$ cat config.mk
export PLATFORM = sky130hd
export DESIGN_NAME = arc_converter_ctrl
export DESIGN_NICKNAME = d
export VERILOG_FILES = /design/src/pkg/arc_pkg.sv /design/src/rtl/arc_result_format.sv /design/src/rtl/arc_converter_ctrl.sv
export SDC_FILE = /design/constraint.sdc
export NUM_CORES = 1
export LEC_CHECK = 0
export ABC_AREA = 0
export BUFFER_PORTS_ARGS = -buffer_cell sky130_fd_sc_hd__buf_2
export CAP_MARGIN = 20
export CORE_MARGIN = 2
export CORE_UTILIZATION = 60
export CTS_BUF_LIST = sky130_fd_sc_hd__clkbuf_16
export DETAILED_ROUTE_END_ITERATION = 10
export GPL_TIMING_DRIVEN = 0
export PLACE_DENSITY = 0.79
export SETUP_SLACK_MARGIN = 0.4
export SYNTH_ARGS = -nofsm -noshare
export SYNTH_HDL_FRONTEND = slang
export SYNTH_HIERARCHICAL = 1
export SYNTH_SLANG_ARGS = --single-unit
export TNS_END_PERCENT = 100
$ cat constraint.sdc
create_clock -name ref_clk -period 5.05 [get_ports ref_clk]
set_input_delay 0.7575 -clock ref_clk [delete_from_list [all_inputs] [get_ports ref_clk]]
set_output_delay 0.7575 -clock ref_clk [all_outputs]
set_load 0.03 [all_outputs]
$ cat src/pkg/arc_pkg.sv
// How it works
// - each analog channel pin can be converted or read as a port pin.
// - four dedicated trigger inputs can each start a conversion sequence.
// - one digital buffer enable bit per channel, 0 disconnects and 1 connects the pin.
// - a set buffer enable stays in force even while the pin is being sampled.
// - any write to the compare direction register aborts the running sequence.
// - with direction bit 0 the compare flag sets when the result is lower or equal.
// - with direction bit 1 the compare flag sets when the result is strictly higher.
// - 8-bit left justified results sit in bits 11..4 with bits 3..0 zero.
// - 8-bit right justified results sit in bits 7..0 with bits 11..8 zero.
// - 10-bit left justified results sit in bits 11..2 with bits 1..0 zero.
// - 10-bit right justified results sit in bits 9..0 with bits 11..10 zero.
package arc_pkg;
  // ==========================================
  // register offsets
  localparam logic [4:0] ARC_OFS_CMP_DIR = 5'h0E;
  localparam logic [4:0] ARC_OFS_DIG_EN = 5'h10;
  localparam logic [4:0] ARC_OFS_CTRL = 5'h12;
  localparam logic [4:0] ARC_OFS_TRIG_SEL = 5'h14;
  localparam logic [4:0] ARC_OFS_STATUS = 5'h16;
  localparam logic [4:0] ARC_OFS_MASK = 5'h18;
  localparam logic [4:0] ARC_OFS_CMP_FLAG = 5'h1A;
  localparam logic [4:0] ARC_OFS_PORT_DATA = 5'h1C;
  localparam logic [4:0] ARC_OFS_RESULT = 5'h00;
  // ==========================================
  // control and status fields
  localparam int ARC_CTRL_RES_LSB = 0;
  localparam int ARC_CTRL_JUSTIFY = 2;
  localparam int ARC_CTRL_START = 3;
  localparam int ARC_CTRL_TRIG_EN = 4;
  localparam int ARC_STAT_DONE = 0;
  localparam int ARC_STAT_CMP = 1;
  localparam int ARC_STAT_ABORT = 2;
  // ==========================================
  // reset values
  localparam logic [15:0] ARC_RST_CMP_DIR = 16'h0000;
  localparam logic [15:0] ARC_RST_DIG_EN = 16'h0000;
  localparam logic [4:0] ARC_RST_CTRL = 5'h00;
  localparam logic [2:0] ARC_RST_STATUS = 3'h0;
  // ==========================================
  // resolutions
  localparam logic [1:0] ARC_RES_8 = 2'h0;
  localparam logic [1:0] ARC_RES_10 = 2'h1;
  localparam logic [1:0] ARC_RES_12 = 2'h2;
endpackage : arc_pkg

$ cat src/rtl/arc_result_format.sv
`timescale 1ns/100ps
module arc_result_format
  import arc_pkg::*;
(
  input wire logic [1:0] resolution,
  input wire logic justify_right,
  input wire logic [11:0] raw_result,
  output logic [11:0] placed_result
);
  // raw result is right aligned at its own resolution
  always_comb begin
    case (resolution)
      ARC_RES_8: begin
        if (justify_right) begin
          placed_result = {4'h0, raw_result[7:0]};
        end else begin
          placed_result = {raw_result[7:0], 4'h0};
        end
      end
      ARC_RES_10: begin
        if (justify_right) begin
          placed_result = {2'h0, raw_result[9:0]};
        end else begin
          placed_result = {raw_result[9:0], 2'h0};
        end
      end
      default: placed_result = raw_result;
    endcase
  end
endmodule : arc_result_format

$ cat src/rtl/arc_converter_ctrl.sv
`timescale 1ns/100ps
module arc_converter_ctrl
  import arc_pkg::*;
#(
  parameter int CHANNELS = 16
) (
  input wire logic ref_clk,
  input wire logic sys_rst,
  input wire logic clk_en,
  input wire logic [4:0] reg_addr,
  input wire logic [15:0] reg_wdata,
  input wire logic reg_wr,
  input wire logic reg_rd,
  output logic [15:0] reg_rdata,
  input wire logic [CHANNELS-1:0] analog_input_channel,
  input wire logic [3:0] external_trigger_input,
  output logic [CHANNELS-1:0] digital_buffer_enable_bits,
  output logic sequence_start,
  output logic sequence_abort,
  input wire logic conv_valid,
  input wire logic [3:0] conv_index,
  input wire logic [11:0] conv_raw,
  output logic irq
);
  // ==========================================
  // pin synchronisers
  logic [CHANNELS-1:0] pin_meta;
  logic [CHANNELS-1:0] pin_sync;
  logic [3:0] trig_meta;
  logic [3:0] trig_sync;
  logic [3:0] trig_prev;
  logic [15:0] compare_direction_select;
  logic [15:0] digital_input_enable;
  logic [4:0] ctrl;
  logic [3:0] trig_sel;
  logic [2:0] status;
  logic [2:0] mask;
  logic [15:0] compare_flag_status;
  logic [11:0] result_mem [CHANNELS];
  logic [11:0] placed;
  logic wr_cmp;
  logic cmp_hit;
  logic [2:0] next_status;
  logic [2:0] stat_set;
  logic trig_fire;

  always_ff @(posedge ref_clk) begin
    if (sys_rst) begin
      pin_meta <= '0;
      pin_sync <= '0;
      trig_meta <= 4'h0;
      trig_sync <= 4'h0;
      trig_prev <= 4'h0;
    end else if (clk_en) begin
      pin_meta <= analog_input_channel;
      pin_sync <= pin_meta;
      trig_meta <= external_trigger_input;
      trig_sync <= trig_meta;
      trig_prev <= trig_sync;
    end
  end

  // buffer gate is static: analog sampling never touches it
  assign digital_buffer_enable_bits = digital_input_enable;

  // ==========================================
  // register writes
  assign wr_cmp = reg_wr && (reg_addr == ARC_OFS_CMP_DIR);

  // only even offsets below the direction register reach a result word
  function automatic logic is_result_addr(input logic [4:0] a);
    return (a < ARC_OFS_CMP_DIR) && !a[0];
  endfunction : is_result_addr

  always_ff @(posedge ref_clk) begin
    if (sys_rst) begin
      compare_direction_select <= ARC_RST_CMP_DIR;
      digital_input_enable <= ARC_RST_DIG_EN;
      ctrl <= ARC_RST_CTRL;
      trig_sel <= 4'h0;
      mask <= 3'h0;
    end else if (clk_en && reg_wr) begin
      case (reg_addr)
        ARC_OFS_CMP_DIR: compare_direction_select <= reg_wdata;
        ARC_OFS_DIG_EN: digital_input_enable <= reg_wdata;
        ARC_OFS_CTRL: ctrl <= reg_wdata[4:0];
        ARC_OFS_TRIG_SEL: trig_sel <= reg_wdata[3:0];
        ARC_OFS_MASK: mask <= reg_wdata[2:0];
        default: ;
      endcase
    end
  end

  // ==========================================
  // sequence start and abort
  assign trig_fire = ctrl[ARC_CTRL_TRIG_EN] && |(trig_sel & trig_sync & ~trig_prev);

  always_ff @(posedge ref_clk) begin
    if (sys_rst) begin
      sequence_start <= 1'b0;
      sequence_abort <= 1'b0;
    end else if (clk_en) begin
      sequence_start <= (reg_wr && reg_addr == ARC_OFS_CTRL && reg_wdata[ARC_CTRL_START])
        || trig_fire;
      sequence_abort <= wr_cmp;
    end else begin
      sequence_start <= 1'b0;
      sequence_abort <= 1'b0;
    end
  end

  // ==========================================
  // result placement and compare
  arc_result_format u_fmt (
    .resolution(ctrl[ARC_CTRL_RES_LSB +: 2]),
    .justify_right(ctrl[ARC_CTRL_JUSTIFY]),
    .raw_result(conv_raw),
    .placed_result(placed)
  );

  // result register doubles as compare value
  always_comb begin
    if (compare_direction_select[conv_index]) begin
      cmp_hit = placed > result_mem[conv_index];
    end else begin
      cmp_hit = placed <= result_mem[conv_index];
    end
  end

  always_ff @(posedge ref_clk) begin
    if (sys_rst) begin
      for (int i = 0; i < CHANNELS; i++) begin
        result_mem[i] <= 12'h000;
      end
    end else if (clk_en) begin
      if (reg_wr && is_result_addr(reg_addr)) begin
        result_mem[reg_addr[4:1]] <= reg_wdata[11:0];
      end
      // conversion wins over software write in same cycle
      if (conv_valid) begin
        result_mem[conv_index] <= placed;
      end
    end
  end

  // flag set wins over write-one clear
  always_ff @(posedge ref_clk) begin
    if (sys_rst) begin
      compare_flag_status <= 16'h0000;
    end else if (clk_en) begin
      compare_flag_status <= (compare_flag_status &
        ~((reg_wr && reg_addr == ARC_OFS_CMP_FLAG) ? reg_wdata : 16'h0000)) |
        ((conv_valid && cmp_hit) ? (16'h0001 << conv_index) : 16'h0000);
    end
  end

  // ==========================================
  // interrupt status
  always_comb begin
    stat_set = 3'h0;
    stat_set[ARC_STAT_DONE] = conv_valid;
    stat_set[ARC_STAT_CMP] = conv_valid && cmp_hit;
    stat_set[ARC_STAT_ABORT] = wr_cmp;
    next_status = status;
    if (reg_wr && reg_addr == ARC_OFS_STATUS) begin
      next_status = status & ~reg_wdata[2:0];
    end
    next_status = next_status | stat_set;
  end

  always_ff @(posedge ref_clk) begin
    if (sys_rst) begin
      status <= ARC_RST_STATUS;
    end else if (clk_en) begin
      status <= next_status;
    end
  end

  assign irq = |(status & mask);

  // ==========================================
  // read port
  always_ff @(posedge ref_clk) begin
    if (sys_rst) begin
      reg_rdata <= 16'h0000;
    end else if (clk_en && reg_rd) begin
      case (reg_addr)
        ARC_OFS_CMP_DIR: reg_rdata <= compare_direction_select;
        ARC_OFS_DIG_EN: reg_rdata <= digital_input_enable;
        ARC_OFS_CTRL: reg_rdata <= {11'h000, ctrl};
        ARC_OFS_TRIG_SEL: reg_rdata <= {12'h000, trig_sel};
        ARC_OFS_STATUS: reg_rdata <= {13'h0000, status};
        ARC_OFS_MASK: reg_rdata <= {13'h0000, mask};
        ARC_OFS_CMP_FLAG: reg_rdata <= compare_flag_status;
        // pins with buffer off read zero
        ARC_OFS_PORT_DATA: reg_rdata <= pin_sync & digital_input_enable;
        default: begin
          if (is_result_addr(reg_addr)) begin
            reg_rdata <= {4'h0, result_mem[reg_addr[4:1]]};
          end else begin
            reg_rdata <= 16'h0000;
          end
        end
      endcase
    end
  end
endmodule : arc_converter_ctrl

* Word-level counts from Yosys, hierarchy flattened *
Memory sizes are Yosys's and may differ from the RTL's.
Cells that the tools add are included.

storage, ports and cells
  ROM bits = 0
  memory bits (writable) = 192
  output and inout port bits = 35
  bits in latches = 0
  memories = 1
  word-level logic and storage cells = 93
  bits in registers = 125
  input port bits = 63

memory list
  memory      depth  bits a word  read ports  clocked after memory_dff  write ports  RTL line                  RTL
  result_mem  16     12           2           0                         16           arc_converter_ctrl.sv:39  logic [11:0] result_mem [CHANNELS];

cells by class
  order comparisons = 4
  reductions and logical operators = 24
  bitwise gates (word level) = 12
  multiplexer cells = 27
  shift-type cells = 1
  $add $sub $neg = 0
  $mul = 0
  divide/modulo/power cells = 0
  equal/unequal tests = 9

operators with widths
  cell                                                                          count
  16-bit one-hot mux with 8 select lines                                        1
  12-bit two-way mux                                                            5
  5-bit == test, second input constant                                          7
  16-bit bitwise AND                                                            2
  16-bit two-way mux                                                            2
  12-bit one-hot mux with 2 select lines                                        1
  12-bit OR reduction                                                           2
  16-bit NOT                                                                    1
  16-bit OR                                                                     1
  1-bit by 4-bit left shift with 16-bit output, first input constant            1
  1-bit two-way mux                                                             14
  12-bit > comparator                                                           1
  12-bit less-or-equal comparator                                               1
  1-bit logical AND                                                             11
  2-bit AND reduction                                                           5
  4-bit bitwise AND                                                             2
  4-bit two-way mux                                                             2
  3-bit bitwise AND                                                             2
  5-bit by 4-bit == test with 1-bit output, second input constant               1
  4-bit by 5-bit less-than comparator with 1-bit output, second input constant  1
  5-bit by 4-bit less-than comparator with 1-bit output, second input constant  1
  1-bit binary-select mux with 4-bit select                                     1
  4-bit NOT                                                                     1
  4-bit OR reduction                                                            1
  10 further kinds                                                              10

* Logic depth before layout (Yosys ltp) *
  depth in word-level cells = 9
  depth in mapped cells = 14
  depth with buffers taken out = 9

* Modules after synthesis *
The synthesis kept the hierarchy.

modules (own cells, without submodules)
  module              cells an instance  area an instance (um^2)  sequential area each (um^2)  times used
  arc_converter_ctrl  1416               16752.3                  8267.9                       1
  arc_result_format   37                 271.5                    0.0                          1

* Worst setup path after synthesis *
Ideal clock, no wire load.

  kind = input -> register
  start point = in conv_index[1]
  end point = reg compare_flag_status[5]
  arrival = 3.988 ns
  library setup time = 0.062 ns
  setup slack = 1.000 ns
  cell stages on the path = 14
  path buffers = 5
  required time = 4.988 ns
  path through = buf_2 > buf_1 > clkbuf_1 > mux4_2 > mux4_2 > inv_1 > ha_1 > a211o_1 > a21oi_1 > o211a_1 > clkbuf_1 > clkbuf_1 > nand4_1 > nand3_1

between the ends
  word-level cells in the longest chain between the ends = 6
  elaborated cells on any way between the ends = 10
  classes of those cells = 2 x order compare; 1 x shift; 4 x mux; 1 x bitwise; 1 x reduce/logical; 1 x memory

ends and longest elaborated chain
  item                                                                             RTL line                   RTL
  start: declaration                                                               arc_converter_ctrl.sv:21   input wire logic [3:0] conv_index,
  memory 16 x 12 bit or 1-bit binary-select mux with 4-bit select (tied branches)  n/a
  12-bit less-or-equal comparator (tied with other cells)                          arc_converter_ctrl.sv:126  cmp_hit = placed <= result_mem[conv_index];
  1-bit two-way mux                                                                arc_converter_ctrl.sv:123  if (compare_direction_select[conv_index]) begin
  1-bit logical AND                                                                arc_converter_ctrl.sv:153  ((conv_valid && cmp_hit) ? (16'h0001 << conv_index) : 16'h0000);
  16-bit two-way mux (*)                                                           arc_converter_ctrl.sv:153
  16-bit OR (*)                                                                    arc_converter_ctrl.sv:152  ~((reg_wr && reg_addr == ARC_OFS_CMP_FLAG) ? reg_wdata : 16'h0000)) |
  end signal: assignment                                                           arc_converter_ctrl.sv:151  compare_flag_status <= (compare_flag_status &
  end: declaration                                                                 arc_converter_ctrl.sv:38   logic [15:0] compare_flag_status;

Mark *: on every way between the ends. The rest lies on a longest branch, timed or not. The select of a mux whose other input is x is not followed.
A chain may end at the register's enable or synchronous reset.

* Worst setup path in the final report *
  start point = in conv_index[1]
  end point = reg compare_flag_status[7]

Same word-level chain as after synthesis.

==> summary.txt <==
Run status
  • Status: finished clean

Setup path
  • CP Max Fanout: 10
  • R2R cell count: 11
  • Stages on worst setup path: 14
  • Crit-path cells: buf_2 > buf_2 > clkbuf_1 > mux4_2 > mux4_2 > inv_1 > ha_1 > a211o_1 > a21oi_1 > or2_2 > buf_1 > clkbuf_1 > a31oi_1 > nand3_1
  • R2r setup slk: roughly 1.1 ns
  • Crit path arrival time: between 5 and 6 ns
  • Reg-to-reg endpoint: compare_flag_status[7]$_SDFFE_PP0P_
  • Top delay family on crit path: buffers and inverters
  • Crit path buf inv count: 6
  • Critical path class: in2reg
  • CP max-delay cell: clkbuf_1
  • Worst Setup SP: conv_index[1]
  • Critical path endpoint: compare_flag_status[7]$_SDFFE_PP0P_
  • CP required: approximately 5.5 ns
  • CP Launch Type: input pin
  • Nature of the critical path endpoint: flip-flop
  • Largest stage delay, worst path: roughly 0.60 ns
  • Reg2reg start: ctrl[0]$_SDFFE_PP0P_

Route
  • Drt first pass iters: 6
  • Vias/cell: 6.88
  • Post-Route WL: 55400 um
  • DR vias: 13635
  • Avg WL per Cell: between 20 and 30 um
  • DRT iter0 DRCs: roughly 2000
  • Routed Antenna Nets: 0
  • Drc violations: 0

Clock tree
  • Clock Path Buffers: 3
  • Clk_lat worst skew: ~0.54 ns
  • CTS tree: yes
  • Cts bufs inserted: 36
  • H-tree depth: 2
  • Clock transition at path regs: roughly 0.06 ns
  • Hold-fix buffers, CTS: 0
  • Root Buffer: clkbuf_16
  • Sink Count: around 320
  • Post-CTS setup buffer count: 0

Placement
  • Placed wire-length estimate: between 40000 and 50000 um
  • I/O Buffers: 84
  • Post-DP Area: between 0.015 and 0.02 sq mm
  • Routability congestion estimate from global placement: about 1.0

Pwr
  • Sequential share of power: between 40% and 50%
  • Switching pwr: 1650 uW
  • VDD IR max: ~0.0003 V
  • Pwr dens: roughly 320 mW/mm^2
  • Clock power share: slightly above 40%
  • Internal Power: roughly 4500 uW
  • Logic pwr share: between 10% and 20%
  • Sw Share: 26.8%
  • Pleak: 0.00712 uW

Finish
  • Final nets: roughly 1700
  • Reg area: about 0.0083 sq mm
  • Filler cell count: a little over 2000
  • Commonest non-fill, non-tap cell in the layout: edfxtp_1
  • Post-layout util: 68.3%
  • Share of layout cells above drive strength 1: 21.4%
  • Most frequent cells in the layout: edfxtp_1, nand2_1, dfxtp_1, mux4_2, buf_2
  • Final Instance Area: around 0.019 sq mm
  • # diodes: 0
  • Area Overhead vs Synth: 11.8%
  • Multi-input gate area: 0.00806 sq mm

Global route
  • Number of global-route vias before repair: between 10000 and 15000
  • First-pass GRT wire length: 80600 um
  • Largest net degree at the start of global routing: 15
  • GRT Total Usage: 37.8%
  • Grt ovf: 0
  • Antenna violations before repair: 1

Timing
  • Final min period: 4.56 ns
  • RSZ-0062 raised after global routing: false
  • Worst Skew: approximately 0.019 ns
  • Maximum clock frequency: about 0.22 GHz
  • Slew margin rel.: a little under a quarter
  • Tcrit/Tclk final: between 90% and 100%
  • Worst Max-Slew Pin Slew: 1.16 ns
  • Final max-slew violation count: 0
  • Final hold vios: 0
  • Endpoints failing setup: 0

Synth
  • Yosys cell types: between 60 and 70
  • Synth Cell Area: approximately 0.017 sq mm
  • Primary FF master, synth: edfxtp_1
  • Synth warn: 6
  • #FFs+latches synth: approximately 320
  • Seq/Total Area, Yosys: between 40 and 50%
  • Asr flop ratio synth: 0%
  • Post-synthesis cell count: roughly 1500
  • Post-synth EDFFs: about 190
  • Syn Nets: approximately 1500
  • Syn avg cell area: around 12 sq um

Hold path
  • Worst hold path type: in2reg

Job
  • Maxcap violations: 0

Die
  • Row cnt: 61
  • Initial core utilization: between 60 and 70%
  • Die height: 172 um
  • Die width: 172 um
  • Die area: 0.0297 sq mm
  • IO Count: between 90 and 100
  • Core area: 0.0279 sq mm
-- power groups by stage --
stage | Sequential [uW] | Clock (uW) | Combinational, uW
2_1_floorplan | 2930 | 0 | 463
4_1_cts | 2890 | 2470 | 726
3_3_place_gp | 2940 | 0 | 704
3_5_place_dp | 2950 | 0 | 722
5_1_grt | 2900 | 2580 | 784
6_report | 2900 | 2500 | 756
-- cell usage after synthesis (18+ instances only) --
cell type  number  share of area (%)
nor2_1        102                2.2
a31oi_1        24               0.88
dfxtp_1       125                 15
inv_1          18               0.40
nand2_1       144                3.2
nand2b_1       24               0.88
edfxtp_1      192                 34
nand4_1        20               0.73
clkbuf_1       94                2.1
o21ai_1        25               0.73
mux2i_1        87                5.1
a22o_1         49                2.5
mux4_2        121                 16
a21oi_1        61                1.8
buf_2          34                1.0
nand3_1        33               0.97
and2_1         99                3.6
-- final cells by class --
type                    instances  area share [%]
flip-flops and latches        317            43.4
plain buffers                 144            3.36
clock inverters                28           0.887
clock buffers                  37            4.86
multi-input cells             974            42.3
repair buffers                 86            2.31
inverters                      18           0.355
well taps                     378            2.48
-- through the flow --
stage | setup slack, ns | cells | TNS (ns) | hold WS [ns] | power [uW]
detailed placement | -0.279 | 1917 | -2.60 | 0.451 | 3670
global route | 0.413 | 1982 | 0 | 0.467 | 6270
global placement | -0.224 | 1915 | -2.14 | 0.448 | 3640
finish | 0.485 | 1982 | 0 | 0.455 | 6150
CTS | 0.598 | 1982 | 0 | 0.457 | 6090
floorplan | 1.00 | 1453 | 0 | 0.439 | 3400
-- per-layer routing --
layer	vias up	GRT usage (%)	routed length, um
li1	5740	-	-
met1	6698	50.8	20500
met2	1042	54.5	23800
met3	153	14.9	8380
met4	2	17.1	2760
met5	-	0	13
-- worst reg2reg max path: stages (launching register included) --
cell and delay (ns):
dfxtp_1 0.48, buf_2 0.32, a21oi_1 0.12, o22ai_1 0.89, ha_1 0.41, a41o_1 0.23
a21oi_1 0.28, or2_2 0.17, buf_1 0.30, clkbuf_1 0.43, a31oi_1 0.17, nand3_1 0.13
-- registers in the layout, summed over array words and instances (netlist names) --
register and count:
compare_flag_status 16, pin_meta 16, sequence_abort 1, sequence_start 1, pin_sync 16, mask 3
reg_rdata 16, compare_direction_select 16, trig_sel 4, status 3, result_mem 192, trig_prev 4
ctrl 5, digital_buffer_enable_bits 16, trig_sync 4, trig_meta 4
-- how the worst min path moves through the flow --
stage                            endpoint  cells after the start                                 from  slack (ns)
2_1_floorplan   reg_rdata[4]$_SDFFE_PP0P_                      2  compare_flag_status[4]$_SDFFE_PP0P_        0.44
3_3_place_gp   reg_rdata[14]$_SDFFE_PP0P_                      2           reg_rdata[14]$_SDFFE_PP0P_        0.45
3_5_place_dp   reg_rdata[15]$_SDFFE_PP0P_                      2           reg_rdata[15]$_SDFFE_PP0P_        0.45
4_1_cts          pin_meta[7]$_SDFFE_PP0P_                      3              analog_input_channel[7]        0.46
5_1_grt          pin_meta[6]$_SDFFE_PP0P_                      3              analog_input_channel[6]        0.47
6_report         pin_meta[7]$_SDFFE_PP0P_                      3              analog_input_channel[7]        0.46
-- what timing repair did --
item,in CTS,in global routing
cloned,0,0
resized for setup,4,2
endpoints found under the setup margin,10,10
pin swaps,0,0
-- kinds of logic (layout without fill, tap and decap cells) --
group	after synthesis	count (layout)	share of synthesized area, %
AOI/OAI and AO/OA	259	259	10.5
adders and majority gates	12	12	0.882
and+or+nand+nor	492	492	14.6
buffers and inverters	162	313	4.09
muxes	210	210	21.3
xor gates and xnor gates	1	1	0.0515
DFF	317	317	48.6
No activity file was read; power rests on OpenSTA's default activity.
